[src/logic/mci_params.svh]
// Purpose: constants for the motion command interpreter
// Assumes: included by bare name
// Notes: definitions only
`ifndef MCI_PARAMS_SVH
`define MCI_PARAMS_SVH
`define MCI_OP_ROTATE_CW 8'h01
`define MCI_OP_ROTATE_CCW 8'h02
`define MCI_OP_MOTOR_HALT 8'h03
`define MCI_OP_MOVE_TO_POSITION 8'h04
`define MCI_OP_SET_AXIS_PARAM 8'h05
`define MCI_OP_GET_AXIS_PARAM 8'h06
`define MCI_OP_SET_GLOBAL_PARAM 8'h09
`define MCI_OP_GET_GLOBAL_PARAM 8'h0A
`define MCI_OP_STORE_GLOBAL_PARAM 8'h0B
`define MCI_OP_RESTORE_GLOBAL_PARAM 8'h0C
`define MCI_OP_SET_OUTPUT 8'h0E
`define MCI_OP_GET_INPUT 8'h0F
`define MCI_OP_CONSTANT_A 8'h13
`define MCI_OP_COMPARE 8'h14
`define MCI_OP_JUMP_CONDITIONAL 8'h15
`define MCI_OP_JUMP_ALWAYS 8'h16
`define MCI_OP_CALL_SUBROUTINE 8'h17
`define MCI_OP_RETURN_SUBROUTINE 8'h18
`define MCI_OP_IRQ_ENABLE 8'h19
`define MCI_OP_IRQ_DISABLE 8'h1A
`define MCI_OP_WAIT 8'h1B
`define MCI_OP_END_PROGRAM 8'h1C
`define MCI_OP_STORE_COORDINATE 8'h1E
`define MCI_OP_GET_COORDINATE 8'h1F
`define MCI_OP_CAPTURE_COORDINATE 8'h20
`define MCI_OP_CONSTANT_A_WITH_X 8'h21
`define MCI_OP_ACCU_TO_AXIS_PARAM 8'h22
`define MCI_OP_ACCU_TO_GLOBAL_PARAM 8'h23
`define MCI_OP_SET_IRQ_VECTOR 8'h25
`define MCI_OP_RETURN_FROM_IRQ 8'h26
`define MCI_OP_ACCU_TO_COORDINATE 8'h27
`define MCI_IRQ_GLOBAL 8'hFF
`define MCI_IRQ_BANK 8'h03
`define MCI_NUM_SRC 14
`define MCI_STACK_DEPTH 8
`define MCI_ST_OK 8'h64
`define MCI_ST_BAD_OP 8'h02
`define MCI_ST_BAD_MODE 8'h06
`define MCI_CONSTANT_A_ADD 8'h00
`define MCI_CONSTANT_A_SUB 8'h01
`define MCI_CONSTANT_A_AND 8'h05
`define MCI_CONSTANT_A_OR 8'h06
`define MCI_CONSTANT_A_LOAD 8'h09
`define MCI_CONSTANT_A_TO_X 8'h0A
`define MCI_COND_ZERO 8'h00
`define MCI_COND_NZERO 8'h01
`endif

[src/logic/mci_pkg.sv]
// Purpose: shared types of the motion command interpreter
// Assumes: nothing
// Notes: types only; numbers live in the params header
`default_nettype none
package mci_pkg;
  typedef enum logic [1:0] {
    MCI_IDLE = 2'b00,
    MCI_EXEC = 2'b01,
    MCI_WAIT = 2'b10
  } mci_state_t;
endpackage
`default_nettype wire

[src/logic/mci_core.sv]
// Purpose: command interpreter for direct and stored-program operation
// Assumes: host and program ports on the same clock; pins synchronised here
// Notes: program store, parameter memories and motor lie outside
`default_nettype none
`include "mci_params.svh"
// Operation
// [RQ1] Decode motion codes 1,2,3,4,30,31,32.
// [RQ2] Motion codes run from host and from stored program.
// [RQ3] Decode parameter codes 5,6,9,10,11,12; axis and global kinds.
// [RQ4] Parameter codes run in both modes.
// [RQ5] Flow codes 20-24,27,28 run only in the stored program.
// [RQ6] Output set and input read drive and sample the ports, both modes.
// [RQ7] Decode calculation codes 19,33,34,35,39.
// [RQ8] Program-mode value results load the accumulator.
// [RQ9] X register loads from the accumulator.
// [RQ10] Host value queries leave the accumulator untouched.
// [RQ11] Decode interrupt codes 25,26,37,38.
// [RQ12] Each source has its own numbered vector.
// [RQ13] Number 255 is global enable; dispatch needs both enables.
// [RQ14] Enabled source with valid vector diverts flow to its handler.
// [RQ15] Accumulator, X and flags are saved before the handler.
// [RQ16] No other interrupt while a handler runs.
// [RQ17] Return from interrupt restores context and resumes.
// [RQ18] Interrupt settings go via global parameter bank 3.
// [RQ19] Handlers end with return; program must not fall into them.
// [RQ20] Unknown codes change nothing and report an error. Code reports only for host commands; in the program they are skipped silently.
module mci_core (
  // Clock and reset
  input wire logic clock,
  input wire logic arst_n,
  // Host direct command
  input wire logic host_valid,
  input wire logic [7:0] host_op,
  input wire logic [7:0] host_type,
  input wire logic [7:0] host_bank,
  input wire logic [31:0] host_value,
  output logic host_reply_valid,
  output logic [7:0] host_status,
  output logic [31:0] host_reply,
  // Stored program fetch
  input wire logic run,
  input wire logic [7:0] prog_op,
  input wire logic [7:0] prog_type,
  input wire logic [7:0] prog_bank,
  input wire logic [31:0] prog_value,
  output logic [15:0] pc,
  output logic running,
  output logic in_handler,
  // Parameter and motion back end
  output logic be_valid,
  output logic [7:0] be_op,
  output logic [7:0] be_type,
  output logic [7:0] be_bank,
  output logic [31:0] be_value,
  input wire logic be_done,
  input wire logic [31:0] be_result,
  // Interrupt events and I/O pins
  input wire logic [13:0] irq_event,
  input wire logic [5:0] in_pins,
  output logic [7:0] out_pins,
  // Calculation state
  output logic [31:0] accu,
  output logic [31:0] x_value
);
  logic [31:0] accu_reg, accu_next;
  logic [31:0] x_reg;
  logic [1:0] flags_reg, flags_next;
  logic [15:0] pc_reg;
  logic run_reg;
  logic hand_reg;
  logic [31:0] sv_accu_reg, sv_x_reg;
  logic [1:0] sv_flags_reg;
  logic [15:0] sv_pc_reg;
  logic gie_reg;
  logic [15:0] stack_reg [`MCI_STACK_DEPTH];
  logic [2:0] sp_reg;
  logic [7:0] out_reg;
  logic [5:0] in_s1_reg, in_s2_reg;
  mci_pkg::mci_state_t state_reg;
  logic from_host_reg;
  logic [7:0] op_reg, type_reg, bank_reg;
  logic [31:0] val_reg;
  logic rvalid_reg;
  logic [7:0] rstat_reg;
  logic [31:0] rdata_reg;
  logic bevalid_reg;
  logic [31:0] beval_reg;
  logic [13:0] src_pend, src_armed, src_en_set, src_en_clr, src_vload, src_taken;
  logic [15:0] src_vec [`MCI_NUM_SRC];
  logic irq_req;
  logic [3:0] irq_idx;
  logic [7:0] src_num [`MCI_NUM_SRC];
  logic known, flow_op, value_op, needs_be, exec_now;

  // Source numbers of the interrupt slots
  assign src_num = '{8'h00, 8'h01, 8'h02, 8'h03, 8'h0F, 8'h15, 8'h1B, 8'h1C,
                     8'h27, 8'h28, 8'h29, 8'h2A, 8'h2B, 8'h2C};

  // Two-flop synchroniser on input pins
  always_ff @(posedge clock or negedge arst_n) begin
    if (!arst_n) begin
      in_s1_reg <= 6'h00;
      in_s2_reg <= 6'h00;
    end else begin
      in_s1_reg <= in_pins;
      in_s2_reg <= in_s1_reg;
    end
  end

  // Decode classes of the latched opcode
  always_comb begin
    known = 1'b1;
    flow_op = 1'b0;
    value_op = 1'b0;
    needs_be = 1'b0;
    case (op_reg)
      // [RQ1] motion decode, with the axis and global parameter reads
      `MCI_OP_ROTATE_CW, `MCI_OP_ROTATE_CCW, `MCI_OP_MOTOR_HALT,
      `MCI_OP_MOVE_TO_POSITION, `MCI_OP_STORE_COORDINATE,
      `MCI_OP_CAPTURE_COORDINATE: needs_be = 1'b1;
      `MCI_OP_GET_COORDINATE, `MCI_OP_GET_AXIS_PARAM,
      `MCI_OP_GET_GLOBAL_PARAM: begin
        needs_be = 1'b1;
        value_op = 1'b1;
      end
      // [RQ3] parameter decode
      `MCI_OP_SET_AXIS_PARAM, `MCI_OP_SET_GLOBAL_PARAM,
      `MCI_OP_STORE_GLOBAL_PARAM, `MCI_OP_RESTORE_GLOBAL_PARAM: needs_be = 1'b1;
      // [RQ7] calculation decode, with output, input and interrupt codes
      `MCI_OP_ACCU_TO_AXIS_PARAM, `MCI_OP_ACCU_TO_GLOBAL_PARAM,
      `MCI_OP_ACCU_TO_COORDINATE: needs_be = 1'b1;
      `MCI_OP_CONSTANT_A, `MCI_OP_CONSTANT_A_WITH_X, `MCI_OP_SET_OUTPUT,
      `MCI_OP_IRQ_ENABLE, `MCI_OP_IRQ_DISABLE, `MCI_OP_SET_IRQ_VECTOR: known = 1'b1;
      `MCI_OP_GET_INPUT: value_op = 1'b1;
      // [RQ5] flow codes marked program-only
      `MCI_OP_COMPARE, `MCI_OP_JUMP_CONDITIONAL, `MCI_OP_JUMP_ALWAYS,
      `MCI_OP_CALL_SUBROUTINE, `MCI_OP_RETURN_SUBROUTINE, `MCI_OP_WAIT,
      `MCI_OP_END_PROGRAM, `MCI_OP_RETURN_FROM_IRQ: flow_op = 1'b1;
      default: known = 1'b0;
    endcase
  end

  // Executes this cycle: known, legal for mode, and not a back-end op
  assign exec_now = state_reg == mci_pkg::MCI_EXEC && known &&
                    !(flow_op && from_host_reg) && !needs_be;

  // Interrupt request: lowest slot wins; blocked in handler or host command
  // [RQ13] both enables required
  always_comb begin
    irq_req = 1'b0;
    irq_idx = 4'h0;
    for (int i = `MCI_NUM_SRC - 1; i >= 0; i--) begin
      if (src_pend[i] && src_armed[i]) begin
        irq_req = 1'b1;
        irq_idx = 4'(i);
      end
    end
    // [RQ16] no nesting
    irq_req = irq_req && gie_reg && !hand_reg && run_reg &&
              state_reg == mci_pkg::MCI_IDLE && !host_valid;
  end

  // Per-slot controls from enable, disable and vector commands
  always_comb begin
    for (int i = 0; i < `MCI_NUM_SRC; i++) begin
      src_en_set[i] = exec_now && op_reg == `MCI_OP_IRQ_ENABLE && type_reg == src_num[i];
      src_en_clr[i] = exec_now && op_reg == `MCI_OP_IRQ_DISABLE && type_reg == src_num[i];
      src_vload[i] = exec_now && op_reg == `MCI_OP_SET_IRQ_VECTOR && type_reg == src_num[i];
      src_taken[i] = irq_req && irq_idx == 4'(i);
    end
  end

  // [RQ12] one slot per numbered source
  for (genvar g = 0; g < `MCI_NUM_SRC; g++) begin : g_src
    mci_irq_src u_src (
      .clock(clock),
      .arst_n(arst_n),
      .enable_set(src_en_set[g]),
      .enable_clr(src_en_clr[g]),
      .vector_load(src_vload[g]),
      .vector_in(val_reg[15:0]),
      .event_pulse(irq_event[g]),
      .taken(src_taken[g]),
      .pending(src_pend[g]),
      .armed(src_armed[g]),
      .vector(src_vec[g])
    );
  end

  // Command sequencer: host has priority; back-end ops wait for done
  // [RQ2] [RQ4] both sources feed one path
  always_ff @(posedge clock or negedge arst_n) begin
    if (!arst_n) begin
      state_reg <= mci_pkg::MCI_IDLE;
      from_host_reg <= 1'b0;
      op_reg <= 8'h00;
      type_reg <= 8'h00;
      bank_reg <= 8'h00;
      val_reg <= 32'h0000_0000;
      bevalid_reg <= 1'b0;
      beval_reg <= 32'h0000_0000;
    end else begin
      bevalid_reg <= 1'b0;
      case (state_reg)
        mci_pkg::MCI_IDLE: begin
          if (host_valid) begin
            from_host_reg <= 1'b1;
            {op_reg, type_reg, bank_reg, val_reg} <=
              {host_op, host_type, host_bank, host_value};
            state_reg <= mci_pkg::MCI_EXEC;
          end else if (run_reg && run && !irq_req) begin
            from_host_reg <= 1'b0;
            {op_reg, type_reg, bank_reg, val_reg} <=
              {prog_op, prog_type, prog_bank, prog_value};
            state_reg <= mci_pkg::MCI_EXEC;
          end
        end
        mci_pkg::MCI_EXEC: begin
          if (known && needs_be) begin
            bevalid_reg <= 1'b1;
            // Registered so the back-end value comes straight from a flop
            beval_reg <= (op_reg == `MCI_OP_ACCU_TO_AXIS_PARAM ||
                          op_reg == `MCI_OP_ACCU_TO_GLOBAL_PARAM ||
                          op_reg == `MCI_OP_ACCU_TO_COORDINATE) ? accu_reg : val_reg;
            state_reg <= mci_pkg::MCI_WAIT;
          end else begin
            state_reg <= mci_pkg::MCI_IDLE;
          end
        end
        mci_pkg::MCI_WAIT: begin
          if (be_done) begin
            state_reg <= mci_pkg::MCI_IDLE;
          end
        end
        default: state_reg <= mci_pkg::MCI_IDLE;
      endcase
    end
  end

  // Accumulator and flags next value
  always_comb begin
    accu_next = accu_reg;
    flags_next = flags_reg;
    if (exec_now && !from_host_reg) begin
      case (op_reg)
        // [RQ7] arithmetic with constant and with X
        `MCI_OP_CONSTANT_A, `MCI_OP_CONSTANT_A_WITH_X: begin
          case (type_reg)
            `MCI_CONSTANT_A_ADD: accu_next = accu_reg + (op_reg == `MCI_OP_CONSTANT_A ? val_reg : x_reg);
            `MCI_CONSTANT_A_SUB: accu_next = accu_reg - (op_reg == `MCI_OP_CONSTANT_A ? val_reg : x_reg);
            `MCI_CONSTANT_A_AND: accu_next = accu_reg & (op_reg == `MCI_OP_CONSTANT_A ? val_reg : x_reg);
            `MCI_CONSTANT_A_OR: accu_next = accu_reg | (op_reg == `MCI_OP_CONSTANT_A ? val_reg : x_reg);
            `MCI_CONSTANT_A_LOAD: accu_next = op_reg == `MCI_OP_CONSTANT_A ? val_reg : x_reg;
            default: accu_next = accu_reg;
          endcase
          flags_next = {accu_next[31], accu_next == 32'h0000_0000};
        end
        // [RQ8] input read result to accumulator
        `MCI_OP_GET_INPUT: accu_next = {26'h000_0000, in_s2_reg};
        `MCI_OP_COMPARE: flags_next = {$signed(accu_reg) < $signed(val_reg), accu_reg == val_reg};
        default: accu_next = accu_reg;
      endcase
    end else if (state_reg == mci_pkg::MCI_WAIT && be_done && !from_host_reg && value_op) begin
      // [RQ8] back-end value result to accumulator
      accu_next = be_result;
    end
  end

  // Accumulator, X and flags with interrupt save/restore
  // [RQ10] host results never reach this path
  always_ff @(posedge clock or negedge arst_n) begin
    if (!arst_n) begin
      accu_reg <= 32'h0000_0000;
      x_reg <= 32'h0000_0000;
      flags_reg <= 2'b00;
      sv_accu_reg <= 32'h0000_0000;
      sv_x_reg <= 32'h0000_0000;
      sv_flags_reg <= 2'b00;
    end else if (irq_req) begin
      // [RQ15] context save
      sv_accu_reg <= accu_reg;
      sv_x_reg <= x_reg;
      sv_flags_reg <= flags_reg;
    end else if (exec_now && !from_host_reg && op_reg == `MCI_OP_RETURN_FROM_IRQ && hand_reg) begin
      // [RQ17] context restore
      accu_reg <= sv_accu_reg;
      x_reg <= sv_x_reg;
      flags_reg <= sv_flags_reg;
    end else begin
      accu_reg <= accu_next;
      flags_reg <= flags_next;
      // [RQ9] X loads from accumulator
      if (exec_now && !from_host_reg && op_reg == `MCI_OP_CONSTANT_A_WITH_X &&
          type_reg == `MCI_CONSTANT_A_TO_X) begin
        x_reg <= accu_reg;
      end
    end
  end

  // Program counter, run state, subroutine stack and handler entry
  // [RQ14] divert to vector of the winning source
  always_ff @(posedge clock or negedge arst_n) begin
    if (!arst_n) begin
      pc_reg <= 16'h0000;
      run_reg <= 1'b0;
      hand_reg <= 1'b0;
      sv_pc_reg <= 16'h0000;
      sp_reg <= 3'h0;
      for (int i = 0; i < `MCI_STACK_DEPTH; i++) begin
        stack_reg[i] <= 16'h0000;
      end
    end else if (irq_req) begin
      sv_pc_reg <= pc_reg;
      pc_reg <= src_vec[irq_idx];
      hand_reg <= 1'b1;
    end else if (!run_reg) begin
      run_reg <= run;
      pc_reg <= 16'h0000;
    end else if (!run) begin
      run_reg <= 1'b0;
    end else if (state_reg == mci_pkg::MCI_IDLE && !host_valid) begin
      pc_reg <= pc_reg + 16'h0001;
    end else if (exec_now && !from_host_reg) begin
      // [RQ5] flow other than compare executes only here, program mode; compare sets the flags in the accumulator block
      case (op_reg)
        `MCI_OP_JUMP_ALWAYS: pc_reg <= val_reg[15:0];
        `MCI_OP_JUMP_CONDITIONAL: begin
          if ((type_reg == `MCI_COND_ZERO && flags_reg[0]) ||
              (type_reg == `MCI_COND_NZERO && !flags_reg[0])) begin
            pc_reg <= val_reg[15:0];
          end
        end
        `MCI_OP_CALL_SUBROUTINE: begin
          stack_reg[sp_reg] <= pc_reg;
          sp_reg <= sp_reg + 3'h1;
          pc_reg <= val_reg[15:0];
        end
        `MCI_OP_RETURN_SUBROUTINE: begin
          sp_reg <= sp_reg - 3'h1;
          pc_reg <= stack_reg[sp_reg - 3'h1];
        end
        `MCI_OP_END_PROGRAM: run_reg <= 1'b0;
        // [RQ19] relies on handler ending with return
        `MCI_OP_RETURN_FROM_IRQ: begin
          if (hand_reg) begin
            pc_reg <= sv_pc_reg;
            hand_reg <= 1'b0;
          end
        end
        default: pc_reg <= pc_reg;
      endcase
    end
  end

  // Global enable via number 255
  // [RQ13] global switch
  always_ff @(posedge clock or negedge arst_n) begin
    if (!arst_n) begin
      gie_reg <= 1'b0;
    end else if (exec_now && type_reg == `MCI_IRQ_GLOBAL) begin
      if (op_reg == `MCI_OP_IRQ_ENABLE) begin
        gie_reg <= 1'b1;
      end else if (op_reg == `MCI_OP_IRQ_DISABLE) begin
        gie_reg <= 1'b0;
      end
    end
  end

  // Output port drive
  // [RQ6] set output in either mode
  always_ff @(posedge clock or negedge arst_n) begin
    if (!arst_n) begin
      out_reg <= 8'h00;
    end else if (exec_now && op_reg == `MCI_OP_SET_OUTPUT) begin
      out_reg[type_reg[2:0]] <= val_reg[0];
    end
  end

  // Host reply; unknown or program-only codes answer with an error
  // [RQ20] reject and report
  always_ff @(posedge clock or negedge arst_n) begin
    if (!arst_n) begin
      rvalid_reg <= 1'b0;
      rstat_reg <= 8'h00;
      rdata_reg <= 32'h0000_0000;
    end else begin
      rvalid_reg <= 1'b0;
      if (from_host_reg && state_reg == mci_pkg::MCI_EXEC && !(known && needs_be)) begin
        rvalid_reg <= 1'b1;
        rstat_reg <= !known ? `MCI_ST_BAD_OP : flow_op ? `MCI_ST_BAD_MODE : `MCI_ST_OK;
        // [RQ6] input sample returned
        rdata_reg <= op_reg == `MCI_OP_GET_INPUT ? {26'h000_0000, in_s2_reg} : 32'h0000_0000;
      end else if (from_host_reg && state_reg == mci_pkg::MCI_WAIT && be_done) begin
        rvalid_reg <= 1'b1;
        rstat_reg <= `MCI_ST_OK;
        rdata_reg <= be_result;
      end
    end
  end

  // Back end sees the latched command; [RQ18] bank 3 passes through
  assign be_valid = bevalid_reg;
  assign be_op = op_reg;
  assign be_type = type_reg;
  assign be_bank = bank_reg;
  assign be_value = beval_reg;
  assign host_reply_valid = rvalid_reg;
  assign host_status = rstat_reg;
  assign host_reply = rdata_reg;
  assign pc = pc_reg;
  assign running = run_reg;
  assign in_handler = hand_reg;
  assign out_pins = out_reg;
  assign accu = accu_reg;
  assign x_value = x_reg;

  // Checks
  host_accu_a: assert property (@(posedge clock) disable iff (!arst_n) // [RQ10]
    rvalid_reg && from_host_reg |-> accu_reg == $past(accu_reg))
    else $error("host command changed accumulator");
  no_nest_a: assert property (@(posedge clock) disable iff (!arst_n) // [RQ16]
    hand_reg |=> $stable(sv_pc_reg) && $stable(sv_accu_reg))
    else $error("nested interrupt");
  ctx_save_a: assert property (@(posedge clock) disable iff (!arst_n) // [RQ15]
    irq_req |=> sv_accu_reg == $past(accu_reg) && hand_reg)
    else $error("context not saved");
  bad_op_a: assert property (@(posedge clock) disable iff (!arst_n) // [RQ20]
    state_reg == mci_pkg::MCI_EXEC && from_host_reg && !known
    |=> rvalid_reg && rstat_reg == `MCI_ST_BAD_OP && $stable(accu_reg))
    else $error("unknown op not rejected");
  gie_a: assert property (@(posedge clock) disable iff (!arst_n) // [RQ13]
    !gie_reg |=> !$rose(hand_reg)) else $error("dispatch without global enable");
  host_flow_a: assert property (@(posedge clock) disable iff (!arst_n) // [RQ5]
    run_reg && state_reg == mci_pkg::MCI_EXEC && from_host_reg && flow_op
    |=> $stable(pc_reg))
    else $error("host flow op moved pc");
  x_load_a: assert property (@(posedge clock) disable iff (!arst_n) // [RQ9]
    exec_now && !from_host_reg && op_reg == `MCI_OP_CONSTANT_A_WITH_X &&
    type_reg == `MCI_CONSTANT_A_TO_X |=> x_reg == $past(accu_reg))
    else $error("x not loaded");
  vec_a: assert property (@(posedge clock) disable iff (!arst_n) // [RQ14]
    irq_req |=> pc_reg == $past(src_vec[irq_idx])) else $error("bad vector");
  irq_c: cover property (@(posedge clock) disable iff (!arst_n) irq_req);
  host_c: cover property (@(posedge clock) disable iff (!arst_n) rvalid_reg);
  be_c: cover property (@(posedge clock) disable iff (!arst_n) bevalid_reg ##[1:20] be_done);
endmodule
`default_nettype wire

[src/logic/mci_irq_src.sv]
// Purpose: one interrupt source slot: enable, vector, pending latch
// Assumes: event pulse from same clock domain
// Notes: set wins over clear on the pending flag
`default_nettype none
module mci_irq_src (
  // Clock and reset
  input wire logic clock,
  input wire logic arst_n,
  // Configuration
  input wire logic enable_set,
  input wire logic enable_clr,
  input wire logic vector_load,
  input wire logic [15:0] vector_in,
  // Event and service
  input wire logic event_pulse,
  input wire logic taken,
  output logic pending,
  output logic armed,
  output logic [15:0] vector
);
  logic enable_reg;
  logic valid_reg;
  logic [15:0] vector_reg;
  logic pend_reg;

  // Per-source enable bit
  always_ff @(posedge clock or negedge arst_n) begin
    if (!arst_n) begin
      enable_reg <= 1'b0;
    end else if (enable_set) begin
      enable_reg <= 1'b1;
    end else if (enable_clr) begin
      enable_reg <= 1'b0;
    end
  end

  // Vector storage, valid once defined
  always_ff @(posedge clock or negedge arst_n) begin
    if (!arst_n) begin
      vector_reg <= 16'h0000;
      valid_reg <= 1'b0;
    end else if (vector_load) begin
      vector_reg <= vector_in;
      valid_reg <= 1'b1;
    end
  end

  // Pending latch; a new event beats the service clear
  always_ff @(posedge clock or negedge arst_n) begin
    if (!arst_n) begin
      pend_reg <= 1'b0;
    end else if (event_pulse) begin
      pend_reg <= 1'b1;
    end else if (taken) begin
      pend_reg <= 1'b0;
    end
  end

  assign pending = pend_reg;
  assign armed = enable_reg & valid_reg;
  assign vector = vector_reg;
endmodule
`default_nettype wire

[config.mk]
export PLATFORM = sky130hd
export DESIGN_NAME = mci_core
export DESIGN_NICKNAME = d
export VERILOG_FILES = /design/src/logic/mci_pkg.sv /design/src/logic/mci_core.sv /design/src/logic/mci_irq_src.sv
export VERILOG_INCLUDE_DIRS = /design/src /design/src/logic
export SDC_FILE = /design/constraint.sdc
export NUM_CORES = 1
export LEC_CHECK = 0
export BUFFER_PORTS_ARGS = -buffer_cell sky130_fd_sc_hd__buf_2
export CAP_MARGIN = 15
export CORE_AREA = 2 2 244 246
export CTS_CLUSTER_SIZE = 8
export DETAILED_ROUTE_END_ITERATION = 6
export DIE_AREA = 0 0 246 248
export PLACE_DENSITY_LB_ADDON = 0.05
export SLEW_MARGIN = 20
export SYNTH_ARGS = -nofsm -noshare
export SYNTH_HDL_FRONTEND = slang
export SYNTH_HIERARCHICAL = 1
export SYNTH_SLANG_ARGS = --single-unit
[constraint.sdc]
create_clock -name clock -period 14.2 [get_ports clock]
set_clock_uncertainty 0.05 [all_clocks]
set_input_delay 2.84 -clock clock [delete_from_list [all_inputs] [get_ports clock]]
set_output_delay 2.84 -clock clock [all_outputs]
set_load 0.01 [all_outputs]
==> Yosys cells after proc, flatten, opt, wreduce, memory -nomap -nowiden <==
Index checks and enable logic that the tools add are counted.
{ "classes": {"n_addsub": 5, "magnitude_cmp": 7, "n_eq_ne": 74, "muxes": 162, "bitwise": 21, "reduce_logical": 176} }
{ "op_table": {"columns": ["op", "n"], "rows": [
  ["$mux 32", 13],
  ["$mux 16", 12],
  ["$pmux 32 s5", 1],
  ["$bwmux 128", 1],
  ["$eq 8x5->1 const B", 15],
  ["$eq 8x6->1 const B", 13],
  ["$logic_and 1x1->1", 104],
  ["$mux 1", 94],
  ["$reduce_bool 2->1", 38],
  ["$eq 8x4->1 const B", 9],
  ["$bmux 16 s4", 1],
  ["$mux 8", 8],
  ["$pmux 16 s4", 1],
  ["$pmux 32 s2", 1],
  ["$mux 4", 14],
  ["$bmux 16 s3", 1],
  ["$demux 16 s3", 1],
  ["$eq 8x3->1 const B", 5],
  ["$add 32x32->32", 1],
  ["$and 32x32->32", 1],
  ["$eq 32x32->1", 1],
  ["$eq 8x2->1 const B", 4],
  ["$logic_not 32->1", 1],
  ["$lt 32x32->1", 1],
  ["other kinds (52)", 104]
]} }
{ "totals": {"reg_bits": 717, "in_bits": 169, "out_inout_bits": 188, "elab_cells": 535} }

==> Depth between registers and ports, before layout <==
Gate-level depths: netlist of the first run.
{ "logic_depth": {"depth_word": 26, "mapped_depth": 27, "depth_no_buf": 22} }

==> Cells and area by module <==
Netlist of the first run, hierarchy kept.
{ "modules_own_cells": {"columns": ["module", "n_inst", "cells_per_inst", "area_each_um2", "seq_area_each_um2"], "rows": [
  ["mci_core", 1, 3029, 26893.3, 11110.7],
  ["mci_irq_src", 14, 43, 755.7, 475.5]
]} }

==> Worst setup path before layout of the first run <==
OpenSTA, ideal clock, no wires.
{ "synth_path": {"kind": "reg-to-reg", "start": "register op_reg[5], in the netlist be_op[5]", "end": "register flags_reg[0]", "setup_ns": 0.065, "arrival_time_ns": 5.606, "required_ns": 14.085, "path_slack_ns": 8.479, "path_stages_with_launch": 24, "n_path_buf": 7, "synth_period_minus_slack_ns": 5.721, "cell_sequence": "dfrtp_1 -> buf_6 -> or4b_1 -> buf_2 -> nor2_2 -> buf_4 -> buf_2 -> buf_4 -> buf_2 -> mux2i_1 -> xor2_1 -> ha_1 -> clkbuf_1 -> and4_1 -> nand4_1 -> o22ai_1 -> o21ai_0 -> o41ai_1 -> xor2_1 -> a221oi_1 -> nand3_1 -> or4_1 -> nor4_2 -> a31o_1"} }
{ "synth_via": {"elab_chain_cells": 12, "elab_cells_between_ends": 62, "classes_between": "add/sub (2); eq/ne (31); mux (10); bitwise (2); reduce/logical (17)"} }
{ "synth_rtl": {"columns": ["item", "line", "source"], "rows": [
  ["start: declaration", "mci_core.sv:81", "logic [7:0] op_reg, type_reg, bank_reg;"],
  ["start signal: assignment", "mci_core.sv:208", "{op_reg, type_reg, bank_reg, val_reg} <="],
  ["start signal: assignment", "mci_core.sv:213", "{op_reg, type_reg, bank_reg, val_reg} <="],
  ["branches (longest 12 deep; another with $sub 32x32->32)", null, null],
  ["end signal: assignment", "mci_core.sv:288", "flags_reg <= sv_flags_reg;"],
  ["end signal: assignment", "mci_core.sv:291", "flags_reg <= flags_next;"],
  ["end: declaration", "mci_core.sv:67", "logic [1:0] flags_reg, flags_next;"]
]} }
Several ways; the timed one is not identified. The select of a mux whose other input is x is not followed.
A chain may end at the register's enable or synchronous reset.

==> Worst setup path after layout of the first run <==
{ "layout_path": {"start": "input port host_valid", "end": "register val_reg[9]"} }
{ "layout_via": {"elab_chain_cells": 6, "elab_cells_between_ends": 7, "classes_between": "mux (1); reduce/logical (6)"} }
{ "layout_rtl": {"columns": ["item", "line", "source"], "rows": [
  ["start: declaration", "mci_core.sv:32", "input wire logic host_valid,"],
  ["$logic_not 1->1", "mci_core.sv:160", "state_reg == mci_pkg::MCI_IDLE && !host_valid;"],
  ["$logic_and 1x1->1", "mci_core.sv:160", null],
  ["$logic_not 1->1", "mci_core.sv:211", "end else if (run_reg && run && !irq_req) begin"],
  ["$logic_and 1x1->1", "mci_core.sv:211", null],
  ["$reduce_bool 2->1 (no source line)", null, null],
  ["$reduce_and 2->1 (no source line)", null, null],
  ["end signal: assignment", "mci_core.sv:208", null],
  ["end signal: assignment", "mci_core.sv:213", null],
  ["end: declaration", "mci_core.sv:82", "logic [31:0] val_reg;"]
]} }
Several ways; a longest one is shown, not always the timed one.

==> flow_summary.json, run 1 <==
{
  "outcome": "finished clean",
  "slowest_stage": "buf_4",
  "wl_um": 126000,
  "portBuffers": 352,
  "cts_made_buffers": 98,
  "holdPathEnd": "in_s2_reg[1]",
  "via_per_inst": 6.69,
  "synth.avg_cell_area_sq_um": 10.3,
  "overflow": 0,
  "worst-setup-path-type": "input port to register",
  "drtAntennaViolNets": 0,
  "yosys.area_share.adder_pct": 1.18,
  "final_nets": 4098,
  "synth.area.top_cells": "dfrtp_1, mux2_2, nand2_1",
  "hold_violations": 0,
  "timing.rr.end": "flags_reg[0]",
  "grt_pass1_vias": 30500,
  "core_sq_um": 58500,
  "post-place-cells": 4567,
  "ys_seq_area_share_pct": 47.4,
  "row_count": 89,
  "largest_register_ffs": 224,
  "fmax_ghz": 0.144,
  "min_period_ps": 6960,
  "die_area_sq_um": 61000,
  "synth_top_area_cell": "dfrtp_1",
  "path_max_fanout": 60,
  "r2r_slack_ps": 7500,
  "cts_tree": "done",
  "dpl_worst_slack_ps": 6730,
  "setup_ws_ps": 7240,
  "ys_ff_latch": 710,
  "reg2reg_from": "be_op[0]",
  "grt_use_total_pct": 41.2,
  "die_w_um": 246,
  "vdd_drop_max_v": 0.000118,
  "drc": 0,
  "cp_common_cell": "buf_4",
  "synth-edff-count": 0,
  "synth_top_family_by_area": "multiplexers",
  "place_congestion": 0.991,
  "path_buf_inv": 5,
  "p_leak_uw": 0.0205,
  "rsz0062_at_grt": "no",
  "clock_sinks": 710,
  "r2r_cells": 19,
  "cts.htree.levels": 3,
  "dr.pass1.iters": 6,
  "ys.flop_type": "dfrtp_1",
  "slew_violations": 0,
  "synthCells": 3631,
  "cts_setup_buffers": 0,
  "cts_root_buf": "clkbuf_16",
  "cap_violations": 0,
  "syn_area_sq_um": 37500,
  "crit_path_end_kind": "register",
  "hp-start": "in_s1_reg[1]",
  "crit_chain": "buf_4 -> nor3_2 -> buf_4 -> nand4b_1 -> a21o_2 -> buf_4 -> and2_1 -> a21oi_1 -> nor3_2 -> buf_4 -> buf_4 -> nor2_1 -> a21oi_1",
  "ctsHoldBuffers": 0,
  "holdPathStages": 0,
  "layout_commonest_cell": "dfrtp_1",
  "finalSetupViolations": 0,
  "post_synth_num_cell_types": 88,
  "power_per_cell_area_nw_per_um2": 131,
  "fillerInstances": 4111,
  "synth-compound-area-share_pct": 13.1,
  "ios": 357,
  "final_cell_count_no_fill": 4676,
  "synthSimpleGateAreaFrac_pct": 13.2,
  "clkTransAtPathRegs_ps": 50,
  "clock_latency_ps": 660,
  "max_stage_delay_ps": 700,
  "maxSlewHeadroom_pct": 23.3,
  "yosysTopAreaCellShare_pct": 47.4,
  "dp_hpwl_um": 85000,
  "antenna_found_initial": 4,
  "drive_gt1_share_pct": 26.6,
  "cts_buffer_depth": 3,
  "hp-class": "register to register",
  "grt_max_degree": 162,
  "ys_async_sr_fraction_pct": 100,
  "final.period_utilization_pct": 49.0,
  "drt-initial-drc-count": 3960,
  "tns_ps": 0,
  "startpoint": "host_valid",
  "areaGrowthSynthToFinish_pct": 12.8,
  "crit_path_start_kind": "input port",
  "via_count": 31300,
  "worstPathRequired_ps": 14710,
  "cts_resized": 0,
  "cp_data_arrival_time_ps": 7480,
  "grt_pass1_wl_um": 189000,
  "die_h_um": 248,
  "worstMarginPinSlew_ps": 1150,
  "synthXorXnorAreaFrac_pct": 2.22,
  "final_cell_mix": "dfrtp_1, nand2_1, buf_2",
  "synth.yosys.warnings": 6,
  "wire_per_inst_um": 27.0,
  "synth_mux_area_share_pct": 18.7,
  "path_delay_family": "buffers and inverters",
  "start_util_pct": 64.1
}
-- routing by layer --
layer | routed length (um) | part of all wire, % | GRT usage, %
met1 | 51900 | 41 | 59.4
met5 | 22 | 0.017 | 0
met2 | 54900 | 43 | 60.5
met4 | 4380 | 3.5 | 13.9
met3 | 15100 | 12 | 11.2
-- cell usage after synthesis (all sizes together) (23+ instances only) --
master,n
nand3,40
a22oi,32
and2,24
mux4,32
a31oi,45
nand4,31
nand2,641
buf,56
mux2,399
a222oi,46
xnor2,72
a21o,49
mux2i,133
ha,33
dfrtp,710
inv,57
nor3,42
xor2,23
clkbuf,207
a21oi,195
o21ai,205
o211ai,29
nor2,244
o22ai,35
-- cells by family after synthesis --
logic type / after synthesis
AOI/OAI and AO/OA: 759
muxes: 564
adders and majority gates: 35
buffers and inverters: 320
other: 1
DFF: 710
xor gates and xnor gates: 95
and+or+nand+nor: 1147
-- worst max path at each step --
stage | slack, ps | depth (start not counted) | to
2_1_floorplan | 8480 | 23 | flags_reg[0]
3_3_place_gp | 6930 | 13 | val_reg[25]
3_5_place_dp | 6730 | 13 | val_reg[18]
4_1_cts | 7390 | 13 | val_reg[28]
5_1_grt | 7030 | 13 | val_reg[1]
6_report | 7240 | 13 | val_reg[9]
-- area by class of cell --
class	instances	area, sq um	share of cell area (%)
Multi-Input combinational cell	2604	18400	43.5
Sequential cell	710	17800	42.0
Antenna cell	2	5.00	0.0118
Clock inverter	6	110	0.261
Timing Repair Buffer	424	2350	5.55
Clock buffer	100	2470	5.84
Tap cell	773	967	2.29
Inverter	57	214	0.506
-- worst reg2reg max path: cells and delay by family (launching register included) --
kind	cells	cell delay, ps
compound gates	7	1830
simple gates	7	2180
fa+ha+maj	1	360
buf+inv	1	510
xor+xnor	1	270
flops	1	640
mux	2	790
-- stage by stage --
| stage | util, % | power (uW) | hold slack [ps] | cell area (sq um) |
|---|---|---|---|---|
| after floorplan | - | 2950 | 281 | 37500 |
| after global placement | 67.8 | 3420 | 284 | 39600 |
| after detailed placement | 67.8 | 3450 | 289 | 39600 |
| after CTS | 72.2 | 5500 | 298 | 42200 |
| after global routing | 72.3 | 5710 | 302 | 42300 |
| final | 72.3 | 5520 | 297 | 42300 |
-- where the power goes --
group / internal (uW) / switching [uW]
Clock: 1220 / 851
Sequential: 2130 / 192
Combinational: 408 / 723
Note: power is estimated with default switching activity, not from simulation.
==> run 2: changes to the inputs <==
--- a/config.mk
+++ b/config.mk
@@ -6,12 +6,13 @@
 export SDC_FILE = /design/constraint.sdc
 export NUM_CORES = 1
 export LEC_CHECK = 0
+export ABC_AREA = 1
 export BUFFER_PORTS_ARGS = -buffer_cell sky130_fd_sc_hd__buf_2
 export CAP_MARGIN = 15
-export CORE_AREA = 2 2 244 246
+export CORE_AREA = 2 2 268 270
 export CTS_CLUSTER_SIZE = 8
 export DETAILED_ROUTE_END_ITERATION = 6
-export DIE_AREA = 0 0 246 248
+export DIE_AREA = 0 0 270 272
 export PLACE_DENSITY_LB_ADDON = 0.05
 export SLEW_MARGIN = 20
 export SYNTH_ARGS = -nofsm -noshare
==> constraint.sdc (replaced) <==
create_clock -name clock -period 6.4 [get_ports clock]
set_clock_uncertainty 0.05 [all_clocks]
set_input_delay 1.28 -clock clock [delete_from_list [all_inputs] [get_ports clock]]
set_output_delay 1.28 -clock clock [all_outputs]
set_load 0.01 [all_outputs]
==> flow_summary.json, run 2 <==
{
  "outcome": "finished clean",
  "wire_per_inst_um": 22.3,
  "synth.avg_cell_area_sq_um": 7.48,
  "layout_commonest_cell": "nand2_1",
  "start_util_pct": 53.4,
  "fmax_ghz": 0.171,
  "dp_hpwl_um": 98600,
  "slowest_stage": "dfrtp_1",
  "final_cell_mix": "nand2_1, dfrtp_1, o21ai_0",
  "placed_cell_area_sq_um": 40000,
  "finalSetupViolations": 0,
  "min_period_ps": 5850,
  "drtAntennaViolNets": 0,
  "power_per_cell_area_nw_per_um2": 355,
  "grt_use_total_pct": 38.0,
  "yosysTopAreaCellShare_pct": 47.0,
  "cts_setup_buffers": 0,
  "max_stage_delay_ps": 460,
  "maxSlewHeadroom_pct": 26.5,
  "cts_root_buf": "clkbuf_16",
  "drt-initial-drc-count": 3969,
  "regArea_sq_um": 17800,
  "slew_violations": 0,
  "antenna_found_initial": 8,
  "vdd_drop_max_v": 0.000252,
  "multi_input_area_sq_um": 17000,
  "grt_busiest_layer": "met2",
  "cp_common_cell": "nand2_1",
  "final_util_pct": 60.4,
  "cap_violations": 0,
  "ctsHoldBuffers": 0,
  "drc": 0,
  "fillerInstances": 6618,
  "dpl_worst_slack_ps": 633,
  "cp_data_arrival_time_ps": 6390,
  "post_synth_num_cell_types": 57,
  "clkTransAtPathRegs_ps": 60,
  "cts_buffer_depth": 3,
  "drive_gt1_share_pct": 12.9,
  "synth.yosys.warnings": 6,
  "synth_top_area_cell": "dfrtp_1",
  "synth.area.top_cells": "dfrtp_1, nand2_1, o21ai_0",
  "dr.pass1.iters": 6,
  "syn_area_sq_um": 37800,
  "core_sq_um": 70800,
  "rsz0062_at_grt": "no",
  "synth-edff-count": 0,
  "final.period_utilization_pct": 91.4,
  "grt_pass1_wl_um": 212000,
  "cts_tree": "done",
  "path_delay_family": "simple AND/OR/NAND/NOR gates",
  "crit_path_start_kind": "register",
  "crit_path_end_kind": "register",
  "grt_use_met3_pct": 5.83,
  "grt_pass1_vias": 34200,
  "die_area_sq_um": 73400,
  "largest_register_ffs": 224,
  "via_count": 36000,
  "final_nets": 5531,
  "worstPathRequired_ps": 6940,
  "die_h_um": 272,
  "cts_made_buffers": 99,
  "clock_latency_ps": 660,
  "areaGrowthSynthToFinish_pct": 13.0,
  "worst-setup-path-type": "register to register",
  "path_buf_inv": 3,
  "ys_seq_area_share_pct": 47.0,
  "setup_ws_ps": 551,
  "hp-class": "register to register",
  "worstMarginPinSlew_ps": 1100,
  "clock_sinks": 710,
  "path_max_fanout": 34,
  "synthTopCellsByCount": "nand2_1, dfrtp_1, o21ai_0",
  "ys_ff_latch": 710,
  "met2_usage_pct": 61.3,
  "row_count": 98,
  "synthMostInstantiatedCell": "nand2_1",
  "wl_um": 141000,
  "die_w_um": 270,
  "ios": 357,
  "ys_async_sr_fraction_pct": 100,
  "synthCells": 5055,
  "ys.flop_type": "dfrtp_1",
  "cts.htree.levels": 3,
  "p_leak_uw": 0.0223,
  "hold_violations": 0,
  "use_met1_pct": 47.6,
  "tns_ps": 0,
  "portBuffers": 352,
  "fin_area_sq_um": 42700,
  "overflow": 0,
  "grt_max_degree": 144,
  "via_per_inst": 5.72,
  "whs_ps": 276,
  "place_congestion": 0.986
}
run 2: area by class of cell:
type	count	share of cell area, %
sequential	710	41.6
multi-input combinational	3667	39.7
clock buffer	104	5.99
timing repair buffer	439	5.82
inverter	411	3.78
tap	950	2.78
clock inverter	6	0.255
antenna	6	0.0351
run 2: metrics by stage:
stage,total power (uW),instances
5_1_grt,15900,6289
3_5_place_dp,10400,6177
4_1_cts,15100,6287
3_3_place_gp,10400,6176
6_report,15200,6293
2_1_floorplan,8190,5058
run 2: cells by family after synthesis:
logic type	Yosys count	synth area share, %
compound gates	940	13.9
buf+inv	681	8.29
fa+ha+maj	34	1.15
flops	710	47.0
simple gates	2634	28.4
mux	3	0.0894
other cells	1	0.00992
xor+xnor	52	1.20
run 2: metal layers:
| metal | part of all wire (%) | vias up | wire, um |
|---|---|---|---|
| li1 | - | 16800 | - |
| met4 | 7.6 | 0 | 10700 |
| met2 | 46 | 1577 | 65300 |
| met5 | 0 | - | 0 |
| met1 | 39 | 17200 | 55100 |
| met3 | 6.8 | 442 | 9510 |
run 2: worst paths after layout:
| kind | from | end | slack [ps] | cells past startpoint |
|---|---|---|---|---|
| worst max-delay path | be_op[2] | flags_reg[0] | 550 | 35 |
| worst min-delay path | in_s1_reg[5] | in_s2_reg[5] | 280 | 0 |
| worst max register to register | be_op[2] | flags_reg[0] | 550 | 35 |
| worst min register to register | in_s1_reg[5] | in_s2_reg[5] | 280 | 0 |
| max in group asynchronous | arst_n | in_s2_reg[3] | 4380 | 2 |
| min in group asynchronous | arst_n | g_src[4].u_src/vector[7] | 600 | 1 |
run 2: report_power, final:
group          leakage (uW)  internal [uW]  switching (uW)
Clock               0.00131           2790            1940
Sequential          0.00947           4880             651
Combinational        0.0115           1490            3430
Total                0.0223           9150            6030
run 2: what timing repair did:
item                       in CTS  in global routing
setup endpoints to repair       0                  1
gates resized for setup         0                  3
hold endpoints to repair        0                  0
run 2: worst register-to-register path, delay by kind of cell (launching register included):
kind,cells,cell delay (ps)
xor gates and xnor gates,1,170
adders and majority gates,1,440
AOI/OAI and AO/OA,2,500
and+or+nand+nor,28,3650
buffers and inverters,3,520
DFF,1,460
